[config.mk]
export PLATFORM = sky130hd
export DESIGN_NAME = tac_regs
export DESIGN_NICKNAME = d
export VERILOG_FILES = /design/src/verilog/tac_pkg.sv /design/src/verilog/tac_regs.sv /design/src/verilog/tac_sync2.sv
export VERILOG_INCLUDE_DIRS = /design/src /design/src/verilog
export SDC_FILE = /design/constraint.sdc
export NUM_CORES = 1
export LEC_CHECK = 0
export BUFFER_PORTS_ARGS = -buffer_cell sky130_fd_sc_hd__buf_4
export CAP_MARGIN = 10
export CORE_MARGIN = 2
export CORE_UTILIZATION = 36
export DETAILED_ROUTE_END_ITERATION = 10
export PLACE_DENSITY = 0.72
export SLEW_MARGIN = 20
export SYNTH_ARGS = -nofsm -noshare
export SYNTH_HDL_FRONTEND = slang
export SYNTH_SLANG_ARGS = --single-unit
[constraint.sdc]
create_clock -name clock -period 1 [get_ports clock]
set_input_delay 0.15 -clock clock [delete_from_list [all_inputs] [get_ports clock]]
set_output_delay 0.15 -clock clock [all_outputs]
set_load 0.02 [all_outputs]
[src/verilog/tac_params.svh]
// Offsets, field positions, reset values and timing counts of the bank.
`ifndef TAC_PARAMS_SVH
`define TAC_PARAMS_SVH

// Register offsets on the serial register port.
`define TAC_ADDR_W 8
`define TAC_THERMAL_OFFSET 8'h22
`define TAC_CLKOUT_OFFSET 8'h23

// Thermal register field positions.
`define TAC_HD_FLAG_BIT 5
`define TAC_TS_FLAG_BIT 4
`define TAC_HDSEL_HI 3
`define TAC_HDSEL_LO 2
`define TAC_TS_EN_BIT 0

// Clock output register field position.
`define TAC_CLK_EN_BIT 0

// Reset values.
`define TAC_THERMAL_RESET 8'h0D
`define TAC_HDSEL_RESET 2'h3
`define TAC_TS_EN_RESET 1'h1
`define TAC_CLK_EN_RESET 1'h0

// Read data for an address outside the two registers.
`define TAC_UNMAPPED_DATA 8'h00

// Flip-flop stages on each detector input.
`define TAC_SYNC_STAGES 2

`endif

[src/verilog/tac_pkg.sv]
// Types shared by the thermal and clock output register bank.
package tac_pkg;

    // Hot-die detector threshold codes.
    typedef enum logic [1:0] {
        TAC_HD_117C = 2'h0,
        TAC_HD_121C = 2'h1,
        TAC_HD_125C = 2'h2,
        TAC_HD_130C = 2'h3
    } tac_hd_thr_t;

    // Register selected by the access address.
    typedef enum logic [1:0] {
        TAC_SEL_NONE = 2'h0,
        TAC_SEL_THERMAL = 2'h1,
        TAC_SEL_CLKOUT = 2'h3
    } tac_reg_sel_t;

endpackage : tac_pkg

[src/verilog/tac_regs.sv]
// Thermal monitor and slow clock output control registers.
`timescale 1ns/1ps
`include "tac_params.svh"

module tac_regs #(
    parameter bit AUTO_CLKOUT_IN_SEQ = 1'b0
) (
    // Clock and reset.
    input wire logic clock,
    input wire logic rst_n,
    // Register access port from the serial interface.
    input wire logic [`TAC_ADDR_W-1:0] reg_addr,
    input wire logic reg_wr,
    input wire logic [7:0] reg_wdata,
    input wire logic reg_rd,
    output logic [7:0] reg_rdata_ff,
    output logic reg_rvalid_ff,
    // Analog detectors.
    input wire logic hot_die_raw,
    input wire logic shutdown_reached_raw,
    output tac_pkg::tac_hd_thr_t hot_die_threshold_select_ff,
    output logic shutdown_module_enable_ff,
    // Power-up sequencer step and clock output gate.
    input wire logic seq_clkout_step,
    output logic slow_clock_output_enable_ff
);

    logic [1:0] det_sync;
    logic hot_die_flag;
    logic shutdown_reached_flag;
    tac_pkg::tac_reg_sel_t sel;
    logic wr_thermal;
    logic wr_clkout;
    logic auto_set;
    logic [7:0] thermal_view;
    logic [7:0] clkout_view;
    logic [7:0] nxt_rdata;

    // Detector levels are asynchronous to the register clock.
    tac_sync2 #(
        .WIDTH(2)
    ) u_det_sync (
        .clock(clock),
        .rst_n(rst_n),
        .async_in({hot_die_raw, shutdown_reached_raw}),
        .sync_out(det_sync)
    );

    // Synchronised flags as software sees them.
    assign hot_die_flag = det_sync[1];
    assign shutdown_reached_flag = det_sync[0];

    // Address decode of the access port.
    always_comb begin
        unique case (reg_addr)
            `TAC_THERMAL_OFFSET: sel = tac_pkg::TAC_SEL_THERMAL;
            `TAC_CLKOUT_OFFSET: sel = tac_pkg::TAC_SEL_CLKOUT;
            default: sel = tac_pkg::TAC_SEL_NONE;
        endcase
    end

    // Write strobes per register.
    assign wr_thermal = reg_wr && (sel == tac_pkg::TAC_SEL_THERMAL);
    assign wr_clkout = reg_wr && (sel == tac_pkg::TAC_SEL_CLKOUT);
    assign auto_set = AUTO_CLKOUT_IN_SEQ && seq_clkout_step;

    // Threshold select; only bits 3:2 of a write are kept.
    always_ff @(posedge clock) begin
        if (!rst_n) begin
            hot_die_threshold_select_ff <=
                tac_pkg::tac_hd_thr_t'(`TAC_HDSEL_RESET);
        end else if (wr_thermal) begin
            hot_die_threshold_select_ff <= tac_pkg::tac_hd_thr_t'(
                reg_wdata[`TAC_HDSEL_HI:`TAC_HDSEL_LO]);
        end
    end

    // Shutdown module enable; status and reserved bits are dropped.
    always_ff @(posedge clock) begin
        if (!rst_n) begin
            shutdown_module_enable_ff <= `TAC_TS_EN_RESET;
        end else if (wr_thermal) begin
            shutdown_module_enable_ff <=
                reg_wdata[`TAC_TS_EN_BIT];
        end
    end

    // Clock output gate; the sequencer step wins over a clearing write.
    always_ff @(posedge clock) begin
        if (!rst_n) begin
            slow_clock_output_enable_ff <= `TAC_CLK_EN_RESET;
        end else if (auto_set) begin
            slow_clock_output_enable_ff <= 1'h1;
        end else if (wr_clkout) begin
            slow_clock_output_enable_ff <=
                reg_wdata[`TAC_CLK_EN_BIT];
        end
    end

    // Read images with reserved bits forced low.
    always_comb begin
        thermal_view = 8'h00;
        thermal_view[`TAC_HD_FLAG_BIT] = hot_die_flag;
        thermal_view[`TAC_TS_FLAG_BIT] = shutdown_reached_flag;
        thermal_view[`TAC_HDSEL_HI:`TAC_HDSEL_LO] =
            hot_die_threshold_select_ff;
        thermal_view[`TAC_TS_EN_BIT] = shutdown_module_enable_ff;
        clkout_view = 8'h00;
        clkout_view[`TAC_CLK_EN_BIT] = slow_clock_output_enable_ff;
    end

    // Read data mux.
    always_comb begin
        unique case (sel)
            tac_pkg::TAC_SEL_THERMAL: nxt_rdata = thermal_view;
            tac_pkg::TAC_SEL_CLKOUT: nxt_rdata = clkout_view;
            default: nxt_rdata = `TAC_UNMAPPED_DATA;
        endcase
    end

    // Read answer one cycle after the strobe; data holds until the next read.
    always_ff @(posedge clock) begin
        if (!rst_n) begin
            reg_rdata_ff <= 8'h00;
            reg_rvalid_ff <= 1'h0;
        end else begin
            reg_rvalid_ff <= reg_rd;
            if (reg_rd) begin
                reg_rdata_ff <= nxt_rdata;
            end
        end
    end
endmodule : tac_regs

[src/verilog/tac_sync2.sv]
// Two flip-flop synchroniser, one chain per bit.
`timescale 1ns/1ps
`include "tac_params.svh"

module tac_sync2 #(
    parameter int WIDTH = 2
) (
    // Clock and reset.
    input wire logic clock,
    input wire logic rst_n,
    // Asynchronous levels in, synchronised levels out.
    input wire logic [WIDTH-1:0] async_in,
    output logic [WIDTH-1:0] sync_out
);

    genvar i;

    // Each bit gets its own chain; the first stage feeds only the second.
    generate
        for (i = 0; i < WIDTH; i = i + 1) begin : g_chain
            logic meta_ff;
            logic stable_ff;

            // The first stage may go metastable and is read only below.
            always_ff @(posedge clock) begin
                if (!rst_n) begin
                    meta_ff <= 1'h0;
                    stable_ff <= 1'h0;
                end else begin
                    meta_ff <= async_in[i];
                    stable_ff <= meta_ff;
                end
            end

            assign sync_out[i] = stable_ff;
        end
    endgenerate

endmodule : tac_sync2
Yosys cells after proc, flatten, opt, wreduce, memory -nomap -nowiden

Index checks and enable logic that the tools add are counted.

Equal/unequal tests: 4
Multiplexer cells: 2
Reduce and logical (&&, ||, !) cells: 2

Operators with widths:

| kind                                                                  | count |
|---|---|
| 8-bit by 6-bit equality test with 1-bit output, second input constant | 2 |
| 6-bit case mux with 2 select lines                                    | 1 |
| 2-bit case mux with 2 select lines                                    | 1 |
| 2-bit by 1-bit equality test with 1-bit output, second input constant | 1 |
| 2-bit equality test, second input constant                            | 1 |
| 1-bit logical AND                                                     | 2 |

Bits in registers: 17
Input bits: 23
Output and inout port bits: 13
Logic and storage cells: 17

Depth between registers and ports, before layout

Gate-level depths: netlist of the first run.

Depth in word-level cells: 4
Depth in mapped cells: 3
Depth with buffers taken out: 3

By module

A second synthesis of the first run with hierarchy kept.

Cell total of the unflattened synthesis: 52
Area total of the unflattened synthesis: 578.1 um^2

By module, submodules not included:

| module    | instances | cells an instance | area each (um^2) | seq. area each (um^2) |
|---|---|---|---|---|
| tac_regs  | 1         | 42                | 457.9            | 200.2 |
| tac_sync2 | 1         | 10                | 120.1            | 80.1 |

Worst setup path after synthesis of the first run

Ideal clock, no wire load.

Path kind: input to register
From: in reg_addr[6]
To: reg reg_rdata_ff[2]
Setup time: 0.058 ns
Arrival: 0.881 ns
Required time: 0.942 ns
Slack: 0.061 ns
Stages: 3
Path buffers: 0
Path through: nor4b_4 > and4b_4 > a22o_2

Longest elaborated chain between the ends: 4
Elaborated cells on any way between the ends: 6
Those cells by class: 4 x eq/ne; 2 x mux

RTL lines:

| element                                                                               | RTL line        | RTL |
|---|---|---|
| start, declared                                                                       | tac_regs.sv:12  | `` input wire logic [`TAC_ADDR_W-1:0] reg_addr, `` |
| 8-bit by 6-bit equality test with 1-bit output                                        | tac_regs.sv:55  | `unique case (reg_addr)` |
| 2-bit case mux with 2 select lines *                                                  | tac_regs.sv:55  |  |
| 2-bit equality test or 2-bit by 1-bit equality test with 1-bit output (tied branches) | tac_regs.sv:114 | `unique case (sel)` |
| 6-bit case mux with 2 select lines *                                                  | tac_regs.sv:114 |  |
| end signal, assigned                                                                  | tac_regs.sv:129 | `reg_rdata_ff <= nxt_rdata;` |
| end, declared                                                                         | tac_regs.sv:16  | `output logic [7:0] reg_rdata_ff,` |

Every way passes the cells marked *; elsewhere a longest branch is shown, timed or not.
A chain may end at the register's enable or synchronous reset.

Worst setup path after layout of the first run

From: reg hot_die_threshold_select_ff[0]
To: out hot_die_threshold_select_ff[0]

RTL lines:

| element                | RTL line       | RTL |
|---|---|---|
| start, declared        | tac_regs.sv:21 | `output tac_pkg::tac_hd_thr_t hot_die_threshold_select_ff,` |
| start signal, assigned | tac_regs.sv:70 | `hot_die_threshold_select_ff <=` |
| start signal, assigned | tac_regs.sv:73 | `hot_die_threshold_select_ff <= tac_pkg::tac_hd_thr_t'(` |

No word-level cell between the ends.

==> flow_summary.html, run 1 <==
<table>
<tr><th>Metric</th><th>Value</th></tr>
<tr><th colspan="2">Drt</th></tr>
<tr><td>Initial DRC count</td><td>4</td></tr>
<tr><td>Final wirelength</td><td>1150 microns</td></tr>
<tr><td>Via count</td><td>451</td></tr>
<tr><td>First-pass detailed-route iteration total</td><td>4</td></tr>
<tr><td>Per-cell routed wire length</td><td>11.9 microns</td></tr>
<tr><td>Remaining design rule violation count</td><td>0</td></tr>
<tr><td>DRT antenna net count</td><td>0</td></tr>
<tr><td>Vias per std cell</td><td>4.70</td></tr>
<tr><th colspan="2">Yosys</th></tr>
<tr><td>Library cell occupying the most area in the post-synthesis netlist</td><td>sky130_fd_sc_hd__dfxtp_1</td></tr>
<tr><td>Cell types with the largest area share after synthesis</td><td>sky130_fd_sc_hd__dfxtp_1, sky130_fd_sc_hd__nor2b_1, sky130_fd_sc_hd__a22o_2, sky130_fd_sc_hd__mux2i_1, sky130_fd_sc_hd__and2_1</td></tr>
<tr><td>Unique cell type count in the Yosys netlist</td><td>17</td></tr>
<tr><td>Count of state elements after synthesis</td><td>14</td></tr>
<tr><td>Seq/Total Area, Yosys</td><td>48.7%</td></tr>
<tr><td>Area share of the largest cell type after synthesis</td><td>48.7%</td></tr>
<tr><td>Mapped cell area</td><td>576 sq um</td></tr>
<tr><td>YS warnings</td><td>0</td></tr>
<tr><td>Gate count of the mapped netlist</td><td>50</td></tr>
<tr><td>Average instance area after synthesis</td><td>11.5 sq um</td></tr>
<tr><th colspan="2">Finish</th></tr>
<tr><td>N_diodes</td><td>0</td></tr>
<tr><td>Filler cells</td><td>136</td></tr>
<tr><td>Count of nets after finishing</td><td>104</td></tr>
<tr><td>Final Cell Area</td><td>823 sq um</td></tr>
<tr><td>Area of combinational cells with multiple inputs</td><td>277 sq um</td></tr>
<tr><td>Final core utilization</td><td>54.7%</td></tr>
<tr><td>Fraction of layout instances using a drive strength above 1</td><td>51.2%</td></tr>
<tr><td>Area overhead of the layout relative to synthesis</td><td>43.0%</td></tr>
<tr><td>Register area</td><td>280 sq um</td></tr>
<tr><th colspan="2">Power</th></tr>
<tr><td>P_sw</td><td>0.235 mW</td></tr>
<tr><td>Switch share</td><td>21.6%</td></tr>
<tr><td>LEAKAGE</td><td>0.405 nW</td></tr>
<tr><td>Comb pwr share</td><td>10.7%</td></tr>
<tr><td>Int Power</td><td>0.857 mW</td></tr>
<tr><td>Clk network pwr share</td><td>37.2%</td></tr>
<tr><td>Maximum vdd drop</td><td>0.000539 V</td></tr>
<tr><td>Pwr per Cell Area</td><td>1330 mW/mm^2</td></tr>
<tr><td>Relative contribution of sequential cells to total power</td><td>52.1%</td></tr>
<tr><th colspan="2">GRT</th></tr>
<tr><td>Global Route Usage Sum</td><td>13.6%</td></tr>
<tr><td>Vias in the first global route</td><td>466</td></tr>
<tr><td>Antenna violations before repair</td><td>0</td></tr>
<tr><td>Wire length of the first global-routing pass</td><td>1880 microns</td></tr>
<tr><td>Grt ovf</td><td>0</td></tr>
<tr><td>Pin count of the biggest net entering global routing</td><td>9</td></tr>
<tr><th colspan="2">Setup path</th></tr>
<tr><td>Worst Path Buf+Inv</td><td>1</td></tr>
<tr><td>Sort of element at the start of the critical path</td><td>flop</td></tr>
<tr><td>Crit. Startpoint</td><td>hot_die_threshold_select_ff[0]</td></tr>
<tr><td>Gate family responsible for the most delay along the worst path</td><td>flip-flops</td></tr>
<tr><td>List of cells traversed by the critical path</td><td>buf_4</td></tr>
<tr><td>Reg2Reg Launch Point</td><td>shutdown_module_enable_ff</td></tr>
<tr><td>Delay contributed by the slowest stage of the critical path</td><td>0.39 ns</td></tr>
<tr><td>Crit. End Element</td><td>output port</td></tr>
<tr><td>Crit Path Category</td><td>flop to output port</td></tr>
<tr><td>Crit. path cell count</td><td>1</td></tr>
<tr><td>Capture point of the critical path</td><td>hot_die_threshold_select_ff[0]</td></tr>
<tr><td>Largest fanout of any net on the critical path</td><td>3</td></tr>
<tr><td>Cell with the largest stage delay on the worst path</td><td>sky130_fd_sc_hd__dfxtp_1</td></tr>
<tr><td>Endpoint of the worst-slack reg-to-reg timing path</td><td>reg_rdata_ff[0]</td></tr>
<tr><td>Worst R2R Setup Slack</td><td>0.13 ns</td></tr>
<tr><td>Cells on worst reg2reg path</td><td>3</td></tr>
<tr><td>Data arrival time at the worst-slack endpoint</td><td>0.83 ns</td></tr>
<tr><td>Req. time, crit path</td><td>0.85 ns</td></tr>
<tr><th colspan="2">Outcome</th></tr>
<tr><td>Status</td><td>completed</td></tr>
<tr><th colspan="2">Die</th></tr>
<tr><td>DIE HEIGHT</td><td>44.0 microns</td></tr>
<tr><td>Num ports</td><td>36</td></tr>
<tr><td>Width of the die</td><td>44.0 microns</td></tr>
<tr><td>Cell row count</td><td>14</td></tr>
<tr><td>Starting density of the core</td><td>38.2%</td></tr>
<tr><td>DIE AREA</td><td>0.00193 sq mm</td></tr>
<tr><td>Std-Cell Core Area</td><td>0.00151 sq mm</td></tr>
<tr><th colspan="2">Clock tree</th></tr>
<tr><td>Buffers inserted during post-CTS setup optimization</td><td>0</td></tr>
<tr><td>Depth of the CTS H-tree</td><td>1</td></tr>
<tr><td>Number of buffers between clock root and the deepest sink</td><td>2</td></tr>
<tr><td>Clock tree from TritonCTS</td><td>built</td></tr>
<tr><td>CTS Hold Buffers Added</td><td>0</td></tr>
<tr><td>CTS Sinks</td><td>14</td></tr>
<tr><td>Clock root buffer</td><td>sky130_fd_sc_hd__clkbuf_4</td></tr>
<tr><td>Reg clk slew, reported paths</td><td>0.09 ns</td></tr>
<tr><td>Clock latency at the later pin of the worst-skew pair</td><td>0.27 ns</td></tr>
<tr><td>Resized Gates After CTS</td><td>0</td></tr>
<tr><td>Number of CTS-inserted buffers</td><td>3</td></tr>
<tr><th colspan="2">STA</th></tr>
<tr><td>Maximum clock skew at final layout</td><td>0.000342 ns</td></tr>
<tr><td>Final setup viols</td><td>0</td></tr>
<tr><td>Final Max Slew Viols</td><td>0</td></tr>
<tr><td>Number of endpoints with negative hold slack in the final report</td><td>0</td></tr>
<tr><td>Clock period minus worst slack</td><td>0.977 ns</td></tr>
<tr><td>Hold slack final</td><td>0.0789 ns</td></tr>
<tr><td>Share of the cycle needed by the critical path after routing</td><td>97.7%</td></tr>
<tr><td>RSZ-0062 raised after global routing</td><td>no</td></tr>
<tr><td>Highest attainable clock frequency</td><td>1020 MHz</td></tr>
<tr><th colspan="2">Placed design</th></tr>
<tr><td>Final RePlAce weighted congestion</td><td>0.726</td></tr>
<tr><td>Detail Placement HPWL</td><td>906 microns</td></tr>
<tr><td>Number of I/O port buffers</td><td>26</td></tr>
<tr><td>Placement-stage cell area</td><td>787 sq um</td></tr>
<tr><th colspan="2">Worst hold path</th></tr>
<tr><td>Hold WC Path Type</td><td>input port to flop</td></tr>
<tr><th colspan="2">Job</th></tr>
<tr><td># Max-Cap Violations</td><td>0</td></tr>
</table>
[cell families (layout without fill, tap and decap cells)]
kind of cell	Yosys count	count (layout)	share of synthesized area, %
DFF	14	14	48.7
other	1	3	0.652
muxes	5	5	8.91
buffers and inverters	4	32	4.56
AOI/OAI and AO/OA	5	5	8.26
and+or+nand+nor	21	21	28.9
[synthesized netlist by cell type]
cell / number
sky130_fd_sc_hd__a21boi_0: 1
sky130_fd_sc_hd__a22o_2: 4
sky130_fd_sc_hd__and2_1: 5
sky130_fd_sc_hd__and4b_4: 1
sky130_fd_sc_hd__buf_4: 3
sky130_fd_sc_hd__clkbuf_1: 1
sky130_fd_sc_hd__conb_1: 1
sky130_fd_sc_hd__dfxtp_1: 14
sky130_fd_sc_hd__mux2_2: 1
sky130_fd_sc_hd__mux2i_1: 4
sky130_fd_sc_hd__nand2_1: 2
sky130_fd_sc_hd__nand2b_1: 1
sky130_fd_sc_hd__nand4_1: 2
sky130_fd_sc_hd__nand4b_2: 1
sky130_fd_sc_hd__nor2b_1: 7
sky130_fd_sc_hd__nor3b_2: 1
sky130_fd_sc_hd__nor4b_4: 1
[layer usage]
layer  global-route usage, %  up-vias  routed length [microns]  part of all wire (%)
li1                        -      228                        -                     -
met1                    15.1      204                      491                    43
met2                    22.9       17                      558                    49
met3                    2.92        2                       82                   7.2
met4                    9.09        0                       13                   1.1
met5                       0        -                        0                     0
[sequential cells by signal, indices dropped and copies added (netlist names)]
signal,flops
reg_rvalid_ff,1
slow_clock_output_enable_ff,1
u_det_sync.g_chain.meta_ff,2
hot_die_threshold_select_ff,2
shutdown_module_enable_ff,1
u_det_sync.g_chain.stable_ff,2
reg_rdata_ff,5
[stage by stage]
step	setup TNS [ns]	setup WS (ns)	instances	power, mW
global route	0	0.00342	96	1.12
floorplan	0	0.0611	52	0.637
global placement	-0.912	-0.124	92	0.697
CTS	0	0.0218	96	1.10
finish	0	0.0234	96	1.09
detailed placement	-1.09	-0.152	92	0.701
[layout by cell type (no fill, tap or decap)]
| cell type | count |
|---|---|
| sky130_fd_sc_hd__nand4b_2 | 1 |
| sky130_fd_sc_hd__clkbuf_8 | 1 |
| sky130_fd_sc_hd__clkbuf_4 | 3 |
| sky130_fd_sc_hd__buf_4 | 28 |
| sky130_fd_sc_hd__nor3b_2 | 1 |
| sky130_fd_sc_hd__dfxtp_1 | 14 |
| sky130_fd_sc_hd__nand2_1 | 2 |
| sky130_fd_sc_hd__nand2b_1 | 1 |
| sky130_fd_sc_hd__nor2b_1 | 7 |
| sky130_fd_sc_hd__mux2i_1 | 4 |
| sky130_fd_sc_hd__a22o_2 | 4 |
| sky130_fd_sc_hd__mux2_2 | 1 |
| sky130_fd_sc_hd__a21boi_0 | 1 |
| sky130_fd_sc_hd__nor4b_4 | 1 |
| sky130_fd_sc_hd__nand4_1 | 2 |
| sky130_fd_sc_hd__conb_1 | 3 |
| sky130_fd_sc_hd__and2_1 | 5 |
| sky130_fd_sc_hd__and4b_4 | 1 |
[how the worst min path moves through the flow]
stage,from,endpoint,slack [ns],depth (start not counted)
after floorplan,shutdown_reached_raw,u_det_sync.g_chain[0].meta_ff,0.28,1
after global placement,shutdown_reached_raw,u_det_sync.g_chain[0].meta_ff,0.36,2
after detailed placement,hot_die_raw,u_det_sync.g_chain[1].meta_ff,0.36,2
after CTS,shutdown_reached_raw,u_det_sync.g_chain[0].meta_ff,0.08,2
after global routing,shutdown_reached_raw,u_det_sync.g_chain[0].meta_ff,0.08,2
final,hot_die_raw,u_det_sync.g_chain[1].meta_ff,0.08,2
[final cells by class]
class	instances	area share, %
Sequential cell	14	34.0
Multi-Input combinational cell	34	33.6
Timing Repair Buffer	28	25.5
Clock buffer	4	4.41
Tap cell	16	2.43
[worst reg2reg max path, cell delays in order (launching register included)]
cell and delay, ns:
sky130_fd_sc_hd__dfxtp_1 0.33, sky130_fd_sc_hd__mux2_2 0.27, sky130_fd_sc_hd__nand4_1 0.09, sky130_fd_sc_hd__a21boi_0 0.08
[power groups by stage]
stage | clock network (mW) | registers [mW] | logic (mW)
global placement | 0 | 0.582 | 0.115
floorplan | 0 | 0.585 | 0.0521
global route | 0.423 | 0.570 | 0.129
finish | 0.406 | 0.569 | 0.117
CTS | 0.415 | 0.569 | 0.119
detailed placement | 0 | 0.582 | 0.118
No activity file was read; power rests on OpenSTA's default activity.
==> run 2: changes to the inputs <==
- RECOVER_POWER: default -> 100
==> run 2 against run 1 <==
Compared with the run above: combinational power is 6% lower; register-to-register slack is essentially flat; worst hold slack barely moved; global-route usage unchanged; clock skew hardly changed; design area decreased by 4.9%; first-iteration DRC count is 75% lower; power decreased by 0.75%; via count shrank 1.1%; clock-buffer cell count stayed put; critical endpoint is now hot_die_threshold_select_ff[1].
==> flow_summary.html, run 2 (synthesis results as in run 1) <==
<table>
<tr><th>Metric</th><th>Value</th></tr>
<tr><th colspan="2">Power</th></tr>
<tr><td>Maximum vdd drop</td><td>0.000540 V (+0.23%)</td></tr>
<tr><td>Relative contribution of sequential cells to total power</td><td>52.5% (+0.4 points)</td></tr>
<tr><td>Pwr per Cell Area</td><td>1380 mW/mm^2 (+4.3%)</td></tr>
<tr><td>P_sw</td><td>0.234 mW (-0.44%)</td></tr>
<tr><td>Int Power</td><td>0.850 mW (-0.84%)</td></tr>
<tr><td>Comb pwr share</td><td>10.1% (-0.6 points)</td></tr>
<tr><td>LEAKAGE</td><td>0.369 nW (-8.9%)</td></tr>
<tr><td>Clk network pwr share</td><td>37.4% (+0.2 points)</td></tr>
<tr><td>Switch share</td><td>21.6% (+0.067 points)</td></tr>
<tr><th colspan="2">Drt</th></tr>
<tr><td>First-pass detailed-route iteration total</td><td>3 (-1)</td></tr>
<tr><td>Initial DRC count</td><td>1 (-3)</td></tr>
<tr><td>Via count</td><td>446 (-1.1%)</td></tr>
<tr><td>Remaining design rule violation count</td><td>0 (unchanged)</td></tr>
<tr><td>Per-cell routed wire length</td><td>12.0 microns (+0.52%)</td></tr>
<tr><td>DRT antenna net count</td><td>0 (unchanged)</td></tr>
<tr><td>Final wirelength</td><td>1150 microns (+0.52%)</td></tr>
<tr><td>Vias per std cell</td><td>4.65 (-1.1%)</td></tr>
<tr><th colspan="2">Outcome</th></tr>
<tr><td>Status</td><td>completed</td></tr>
<tr><th colspan="2">Clock tree</th></tr>
<tr><td>Clock tree from TritonCTS</td><td>built</td></tr>
<tr><td>CTS Hold Buffers Added</td><td>0 (unchanged)</td></tr>
<tr><td>Number of buffers between clock root and the deepest sink</td><td>2 (unchanged)</td></tr>
<tr><td>Number of CTS-inserted buffers</td><td>3 (unchanged)</td></tr>
<tr><td>Reg clk slew, reported paths</td><td>0.08 ns (about the same)</td></tr>
<tr><td>Depth of the CTS H-tree</td><td>1 (unchanged)</td></tr>
<tr><td>Clock root buffer</td><td>sky130_fd_sc_hd__clkbuf_4</td></tr>
<tr><td>Resized Gates After CTS</td><td>0 (unchanged)</td></tr>
<tr><td>Clock latency at the later pin of the worst-skew pair</td><td>0.27 ns (about the same)</td></tr>
<tr><td>CTS Sinks</td><td>14 (unchanged)</td></tr>
<tr><td>Buffers inserted during post-CTS setup optimization</td><td>0 (unchanged)</td></tr>
<tr><th colspan="2">Die</th></tr>
<tr><td>Width of the die</td><td>44.0 microns (unchanged)</td></tr>
<tr><td>Std-Cell Core Area</td><td>0.00151 sq mm (unchanged)</td></tr>
<tr><td>DIE HEIGHT</td><td>44.0 microns (unchanged)</td></tr>
<tr><td>Starting density of the core</td><td>38.2% (unchanged)</td></tr>
<tr><td>Num ports</td><td>36 (unchanged)</td></tr>
<tr><td>DIE AREA</td><td>0.00193 sq mm (unchanged)</td></tr>
<tr><td>Cell row count</td><td>14 (unchanged)</td></tr>
<tr><th colspan="2">GRT</th></tr>
<tr><td>Antenna violations before repair</td><td>0 (unchanged)</td></tr>
<tr><td>Vias in the first global route</td><td>466 (unchanged)</td></tr>
<tr><td>Wire length of the first global-routing pass</td><td>1880 microns (unchanged)</td></tr>
<tr><td>Grt ovf</td><td>0 (unchanged)</td></tr>
<tr><td>Global Route Usage Sum</td><td>13.6% (unchanged)</td></tr>
<tr><td>Pin count of the biggest net entering global routing</td><td>9 (unchanged)</td></tr>
<tr><th colspan="2">Finish</th></tr>
<tr><td>Count of nets after finishing</td><td>104 (unchanged)</td></tr>
<tr><td>Final Cell Area</td><td>783 sq um (-4.9%)</td></tr>
<tr><td>Area of combinational cells with multiple inputs</td><td>270 sq um (-2.3%)</td></tr>
<tr><td>N_diodes</td><td>0 (unchanged)</td></tr>
<tr><td>Most frequent standard cell in the layout excluding fill and tap cells</td><td>sky130_fd_sc_hd__buf_4</td></tr>
<tr><td>Fraction of layout instances using a drive strength above 1</td><td>46.3% (-5.0 points)</td></tr>
<tr><td>Register area</td><td>280 sq um (unchanged)</td></tr>
<tr><td>Flip-flop count of the largest register, all copies and words added</td><td>5 (unchanged)</td></tr>
<tr><td>Filler cells</td><td>145 (+6.6%)</td></tr>
<tr><td>Area overhead of the layout relative to synthesis</td><td>36.1%</td></tr>
<tr><td>Top library cells by usage in the layout, fill and taps aside</td><td>sky130_fd_sc_hd__buf_4, sky130_fd_sc_hd__dfxtp_1, sky130_fd_sc_hd__clkbuf_2, sky130_fd_sc_hd__nor2b_1</td></tr>
<tr><td>Register with the most flip-flops</td><td>reg_rdata_ff</td></tr>
<tr><th colspan="2">Setup path</th></tr>
<tr><td>Cell with the largest stage delay on the worst path</td><td>sky130_fd_sc_hd__dfxtp_1</td></tr>
<tr><td>Crit. End Element</td><td>output port</td></tr>
<tr><td>Crit. Startpoint</td><td>hot_die_threshold_select_ff[1]</td></tr>
<tr><td>Req. time, crit path</td><td>0.85 ns (about the same)</td></tr>
<tr><td>Worst Path Buf+Inv</td><td>1 (unchanged)</td></tr>
<tr><td>Largest fanout of any net on the critical path</td><td>3 (unchanged)</td></tr>
<tr><td>Reg2Reg Launch Point</td><td>slow_clock_output_enable_ff</td></tr>
<tr><td>Crit Path Category</td><td>flop to output port</td></tr>
<tr><td>Data arrival time at the worst-slack endpoint</td><td>0.83 ns (about the same)</td></tr>
<tr><td>Gate family responsible for the most delay along the worst path</td><td>flip-flops</td></tr>
<tr><td>Delay contributed by the slowest stage of the critical path</td><td>0.37 ns (-0.02 ns)</td></tr>
<tr><td>List of cells traversed by the critical path</td><td>clkbuf_2</td></tr>
<tr><td>Sort of element at the start of the critical path</td><td>flop</td></tr>
<tr><th colspan="2">STA</th></tr>
<tr><td>Share of the cycle needed by the critical path after routing</td><td>97.8% (+0.19 points)</td></tr>
<tr><td>Number of endpoints with negative hold slack in the final report</td><td>0 (unchanged)</td></tr>
<tr><td>Post-route worst setup slack</td><td>0.0215 ns (-0.00188 ns)</td></tr>
<tr><td>Final Max Slew Viols</td><td>0 (unchanged)</td></tr>
<tr><td>RSZ-0062 raised after global routing</td><td>no</td></tr>
<tr><td>Clock period minus worst slack</td><td>0.978 ns (+0.00188 ns)</td></tr>
<tr><td>Maximum clock skew at final layout</td><td>0.000344 ns (+0.00000208 ns)</td></tr>
<tr><td>Highest attainable clock frequency</td><td>1020 MHz (-0.19%)</td></tr>
<tr><td>Final setup viols</td><td>0 (unchanged)</td></tr>
<tr><th colspan="2">Job</th></tr>
<tr><td># Max-Cap Violations</td><td>0 (unchanged)</td></tr>
<tr><th colspan="2">Placed design</th></tr>
<tr><td>Final RePlAce weighted congestion</td><td>0.726 (unchanged)</td></tr>
<tr><td>Detail Placement HPWL</td><td>906 microns (unchanged)</td></tr>
<tr><td>Setup Slack @ Placement</td><td>-0.152 ns (unchanged)</td></tr>
<tr><td>Number of I/O port buffers</td><td>26 (unchanged)</td></tr>
<tr><td>Placement-stage cell area</td><td>787 sq um (unchanged)</td></tr>
<tr><th colspan="2">Worst hold path</th></tr>
<tr><td>Hold path startpoint</td><td>hot_die_raw</td></tr>
<tr><td>Hold WC Path Type</td><td>input port to flop</td></tr>
</table>
-- run 2: changes by cell type in the layout (fill, tap and decap cells not counted) --
cell,change
sky130_fd_sc_hd__and2_0,+1
sky130_fd_sc_hd__clkbuf_1,+3
sky130_fd_sc_hd__nand4b_1,+1
sky130_fd_sc_hd__clkbuf_2,+9
sky130_fd_sc_hd__nand4b_2,-1
sky130_fd_sc_hd__and2_1,-1
sky130_fd_sc_hd__buf_4,-12
-- run 2: metrics by stage --
step	total power, mW	setup TNS (ns)	cells	util, %	hold slack (ns)
6_report	1.08	0	96	52.0	0.0784
3_3_place_gp	0.697	-0.912	92	52.2	0.359
3_5_place_dp	0.701	-1.09	92	52.2	0.363
5_1_grt	1.11	0	96	52.0	0.0816
4_1_cts	1.10	0	96	54.7	0.0754
2_1_floorplan	0.637	0	52	-	0.277
-- run 2: path summary, 6_finish.rpt --
path	end	slack (ns)	cells past startpoint
setup / recovery	hot_die_threshold_select_ff[1]	0.02	1
hold / removal	u_det_sync.g_chain[1].meta_ff	0.08	2
setup reg to reg	reg_rdata_ff[0]	0.13	3
hold reg to reg	u_det_sync.g_chain[0].stable_ff	0.44	1
-- run 2: power by group through the flow --
stage	clock network [mW]	registers (mW)	logic [mW]
6_report	0.406	0.569	0.110
2_1_floorplan	0	0.585	0.0521
3_5_place_dp	0	0.582	0.118
4_1_cts	0.415	0.569	0.119
3_3_place_gp	0	0.582	0.115
5_1_grt	0.423	0.570	0.121
-- run 2: final cells by class --
cell class,instances,area share (%)
multi-input combinational,34,34.5
sequential,14,35.8
clock buffer,4,4.63
tap,16,2.56
timing repair buffer,28,22.5
-- run 2: layer usage --
metal  global-route usage, %  wire length, microns  vias up  part of all wire, %
met5                       0                     0        -                    0
met4                    9.09                    13        0                  1.1
met3                    2.92                    70        2                  6.1
met2                    22.9                   568       15                   49
met1                    15.1                   499      201                   43
li1                        -                     -      228                    -
==> run 3: changes to the inputs <==
- ABC_AREA: default -> 1
- CELL_PAD_IN_SITES_DETAIL_PLACEMENT: default -> 0
- CELL_PAD_IN_SITES_GLOBAL_PLACEMENT: default -> 2
- CORE_UTILIZATION: 36 -> 19
- PLACE_DENSITY: 0.72 -> default
- PLACE_DENSITY_LB_ADDON: default -> 0.1
- SLEW_MARGIN: 20 -> default
==> run 3 against run 2 <==
Compared with the run above: cell count grew 55%; combinational power grew 35%; power shrank 3.9%; sequential cell count is the same; maximum frequency grew 6.1%; core utilization shrank 25 points; non-clock buffer count shrank 2; worst hold slack lost 0.029 ns; largest cell class unchanged; highest routed layer unchanged.
==> flow_summary.html, run 3 <==
<table>
<tr><th>Metric</th><th>Value</th></tr>
<tr><th colspan="2">Outcome</th></tr>
<tr><td>Status</td><td>completed</td></tr>
<tr><th colspan="2">Die</th></tr>
<tr><td>Num ports</td><td>36 (unchanged)</td></tr>
<tr><td>Std-Cell Core Area</td><td>0.00308 sq mm (+100%)</td></tr>
<tr><td>Starting density of the core</td><td>20.2% (-18 points)</td></tr>
<tr><td>DIE HEIGHT</td><td>61.2 microns (+39%)</td></tr>
<tr><td>Cell row count</td><td>20 (+6)</td></tr>
<tr><td>Width of the die</td><td>61.2 microns (+39%)</td></tr>
<tr><td>DIE AREA</td><td>0.00375 sq mm (+94%)</td></tr>
<tr><th colspan="2">Finish</th></tr>
<tr><td>Top library cells by usage in the layout, fill and taps aside</td><td>sky130_fd_sc_hd__buf_4, sky130_fd_sc_hd__nand2_1, sky130_fd_sc_hd__inv_1, sky130_fd_sc_hd__nand3_1, sky130_fd_sc_hd__dfxtp_1</td></tr>
<tr><td>Filler cells</td><td>369 (+150%)</td></tr>
<tr><td>Final core utilization</td><td>27.3% (-25 points)</td></tr>
<tr><td>Flip-flop count of the largest register, all copies and words added</td><td>5 (unchanged)</td></tr>
<tr><td>Area overhead of the layout relative to synthesis</td><td>35.2%</td></tr>
<tr><td>Area of combinational cells with multiple inputs</td><td>245 sq um (-9.3%)</td></tr>
<tr><td>Register with the most flip-flops</td><td>reg_rdata_ff</td></tr>
<tr><td>Count of nets after finishing</td><td>130 (+25%)</td></tr>
<tr><td>N_diodes</td><td>0 (unchanged)</td></tr>
<tr><td>Final Cell Area</td><td>841 sq um (+7.3%)</td></tr>
<tr><td>Register area</td><td>285 sq um (+1.8%)</td></tr>
<tr><td>Fraction of layout instances using a drive strength above 1</td><td>38.1% (-8.2 points)</td></tr>
<tr><td>Most frequent standard cell in the layout excluding fill and tap cells</td><td>sky130_fd_sc_hd__buf_4</td></tr>
<tr><th colspan="2">Worst hold path</th></tr>
<tr><td>Hold WC Path Type</td><td>input port to flop</td></tr>
<tr><th colspan="2">STA</th></tr>
<tr><td>Worst slew margin</td><td>59.9%</td></tr>
<tr><td>Total Negative Setup Slacks</td><td>0 ns (unchanged)</td></tr>
<tr><td>Share of the cycle needed by the critical path after routing</td><td>92.2% (-5.7 points)</td></tr>
<tr><td>Highest attainable clock frequency</td><td>1080 MHz (+6.1%)</td></tr>
<tr><td>Number of endpoints with negative hold slack in the final report</td><td>0 (unchanged)</td></tr>
<tr><td>Maximum clock skew at final layout</td><td>0.00588 ns (+0.00553 ns)</td></tr>
<tr><td>Final setup viols</td><td>0 (unchanged)</td></tr>
<tr><td>Clock period minus worst slack</td><td>0.922 ns (-0.0565 ns)</td></tr>
<tr><td>RSZ-0062 raised after global routing</td><td>no</td></tr>
<tr><td>Least-Margin Pin Slew</td><td>0.602 ns</td></tr>
<tr><td>Final Max Slew Viols</td><td>0 (unchanged)</td></tr>
<tr><td>Hold slack final</td><td>0.0498 ns (-0.0286 ns)</td></tr>
<tr><th colspan="2">Clock tree</th></tr>
<tr><td>Number of buffers between clock root and the deepest sink</td><td>2 (unchanged)</td></tr>
<tr><td>Clock latency at the later pin of the worst-skew pair</td><td>0.27 ns (about the same)</td></tr>
<tr><td>Clock tree from TritonCTS</td><td>built</td></tr>
<tr><td>Buffers inserted during post-CTS setup optimization</td><td>0 (unchanged)</td></tr>
<tr><td>Reg clk slew, reported paths</td><td>0.08 ns (about the same)</td></tr>
<tr><td>Clock root buffer</td><td>sky130_fd_sc_hd__clkbuf_4</td></tr>
<tr><td>Number of CTS-inserted buffers</td><td>3 (unchanged)</td></tr>
<tr><td>CTS Sinks</td><td>14 (unchanged)</td></tr>
<tr><td>Depth of the CTS H-tree</td><td>1 (unchanged)</td></tr>
<tr><th colspan="2">Setup path</th></tr>
<tr><td>Data arrival time at the worst-slack endpoint</td><td>0.77 ns (-0.06 ns)</td></tr>
<tr><td>Crit. End Element</td><td>output port</td></tr>
<tr><td>Req. time, crit path</td><td>0.85 ns (about the same)</td></tr>
<tr><td>Delay contributed by the slowest stage of the critical path</td><td>0.36 ns (about the same)</td></tr>
<tr><td>Crit Path Category</td><td>flop to output port</td></tr>
<tr><td>Sort of element at the start of the critical path</td><td>flop</td></tr>
<tr><td>Gate family responsible for the most delay along the worst path</td><td>flip-flops</td></tr>
<tr><td>Largest fanout of any net on the critical path</td><td>3 (unchanged)</td></tr>
<tr><td>Cell with the largest stage delay on the worst path</td><td>sky130_fd_sc_hd__dfxtp_2</td></tr>
<tr><td>Worst Path Buf+Inv</td><td>1 (unchanged)</td></tr>
<tr><td>List of cells traversed by the critical path</td><td>buf_4</td></tr>
<tr><th colspan="2">Placed design</th></tr>
<tr><td>Number of I/O port buffers</td><td>26 (unchanged)</td></tr>
<tr><td>Final RePlAce weighted congestion</td><td>0.671 (-7.6%)</td></tr>
<tr><td>Detail Placement HPWL</td><td>1030 microns (+14%)</td></tr>
<tr><td>Placement-stage cell area</td><td>845 sq um (+7.3%)</td></tr>
<tr><th colspan="2">Yosys</th></tr>
<tr><td>Mapped cell area</td><td>622 sq um (+8.0%)</td></tr>
<tr><td>Ranking of synthesized cells by instance count</td><td>sky130_fd_sc_hd__nand2_1, sky130_fd_sc_hd__dfxtp_1, sky130_fd_sc_hd__inv_1</td></tr>
<tr><td>YS warnings</td><td>0 (unchanged)</td></tr>
<tr><td>Library cell occupying the most area in the post-synthesis netlist</td><td>sky130_fd_sc_hd__dfxtp_1</td></tr>
<tr><td>Synth async-reset ratio</td><td>0% (unchanged)</td></tr>
<tr><td>Average instance area after synthesis</td><td>7.87 sq um (-32%)</td></tr>
<tr><td>Most instantiated library cell after synthesis</td><td>sky130_fd_sc_hd__nand2_1</td></tr>
<tr><td>Cell types with the largest area share after synthesis</td><td>sky130_fd_sc_hd__dfxtp_1, sky130_fd_sc_hd__nand2_1, sky130_fd_sc_hd__nand3_1, sky130_fd_sc_hd__inv_1, sky130_fd_sc_hd__buf_4</td></tr>
<tr><td>Count of state elements after synthesis</td><td>14 (unchanged)</td></tr>
<tr><td>Number of enable-type register cells in the synthesized netlist</td><td>0 (unchanged)</td></tr>
<tr><td>Seq/Total Area, Yosys</td><td>45.1% (-3.6 points)</td></tr>
<tr><td>Commonest register cell after synthesis</td><td>sky130_fd_sc_hd__dfxtp_1</td></tr>
<tr><td>Gate count of the mapped netlist</td><td>79 (+58%)</td></tr>
<tr><td>Area share of the largest cell type after synthesis</td><td>45.1% (-3.6 points)</td></tr>
<tr><td>Unique cell type count in the Yosys netlist</td><td>18 (+1)</td></tr>
<tr><th colspan="2">Drt</th></tr>
<tr><td>Remaining design rule violation count</td><td>0 (unchanged)</td></tr>
<tr><td>Vias per std cell</td><td>3.52 (-24%)</td></tr>
<tr><td>First-pass detailed-route iteration total</td><td>3 (unchanged)</td></tr>
<tr><td>Via count</td><td>524 (+17%)</td></tr>
<tr><td>DRT antenna net count</td><td>0 (unchanged)</td></tr>
<tr><td>Final wirelength</td><td>1290 microns (+12%)</td></tr>
<tr><td>Per-cell routed wire length</td><td>8.68 microns (-28%)</td></tr>
<tr><td>Initial DRC count</td><td>5 (+4)</td></tr>
<tr><th colspan="2">GRT</th></tr>
<tr><td>Global Route Usage Sum</td><td>8.05% (-5.5 points)</td></tr>
<tr><td>Antenna violations before repair</td><td>0 (unchanged)</td></tr>
<tr><td>Grt ovf</td><td>0 (unchanged)</td></tr>
<tr><td>Wire length of the first global-routing pass</td><td>2130 microns (+13%)</td></tr>
<tr><td>Vias in the first global route</td><td>497 (+6.7%)</td></tr>
<tr><td>Pin count of the biggest net entering global routing</td><td>15 (+6)</td></tr>
<tr><th colspan="2">Power</th></tr>
<tr><td>LEAKAGE</td><td>0.446 nW (+21%)</td></tr>
<tr><td>Pwr per Cell Area</td><td>1240 mW/mm^2 (-10%)</td></tr>
<tr><td>Total power</td><td>1.04 mW (-3.9%)</td></tr>
<tr><td>Maximum vdd drop</td><td>0.000400 V (-26%)</td></tr>
<tr><th colspan="2">Job</th></tr>
<tr><td># Max-Cap Violations</td><td>0 (unchanged)</td></tr>
</table>
run 3: area by class of cell:
| class | instances | share of cell area, % |
|---|---|---|
| flip-flops and latches | 14 | 33.9 |
| inverters | 14 | 6.40 |
| multi-input cells | 48 | 29.2 |
| well taps | 44 | 6.55 |
| repair buffers | 26 | 21.3 |
| clock buffers | 3 | 2.68 |
run 3: what timing repair did:
action | 4_1_cts | 5_1_grt
gates resized for setup | 0 | 4
setup endpoints to repair | 0 | 4
hold buffers | 0 | 0
run 3: through the flow:
step / setup WS [ns] / cells
floorplan: 0.242 / 81
CTS: 0.0110 / 149
finish: 0.0781 / 149
global placement: 0.0515 / 146
global route: 0.0215 / 149
detailed placement: 0.0430 / 146
run 3: logic make-up after synthesis:
logic type	Yosys count	share of synthesized area (%)
flip-flops	14	45.1
AND/OR/NAND/NOR	36	32.4
buffers and inverters	19	14.3
other	1	0.603
AO/OA/AOI/OAI	9	7.65
run 3: metal layers:
layer	vias up	global-route usage, %	share of wire (%)
li1	290	-	-
met1	217	10.1	47
met2	15	12.2	45
met3	2	3.78	7.2
met4	0	2.80	1.0
met5	-	0	0
run 3: final timing paths:
path                                        from                               to  slack, ns  depth (start not counted)
hold reg to reg    u_det_sync.g_chain[0].meta_ff  u_det_sync.g_chain[0].stable_ff       0.42                          2
setup / recovery  hot_die_threshold_select_ff[1]   hot_die_threshold_select_ff[1]       0.08                          1
setup reg to reg     slow_clock_output_enable_ff                  reg_rdata_ff[0]       0.30                          4
hold / removal              shutdown_reached_raw    u_det_sync.g_chain[0].meta_ff       0.05                          3
run 3: power breakdown:
part           internal (mW)  switching (mW)  leakage (nW)
registers              0.577         0.00644         0.114
clock network          0.139           0.172        0.0138
logic                 0.0657          0.0824         0.318
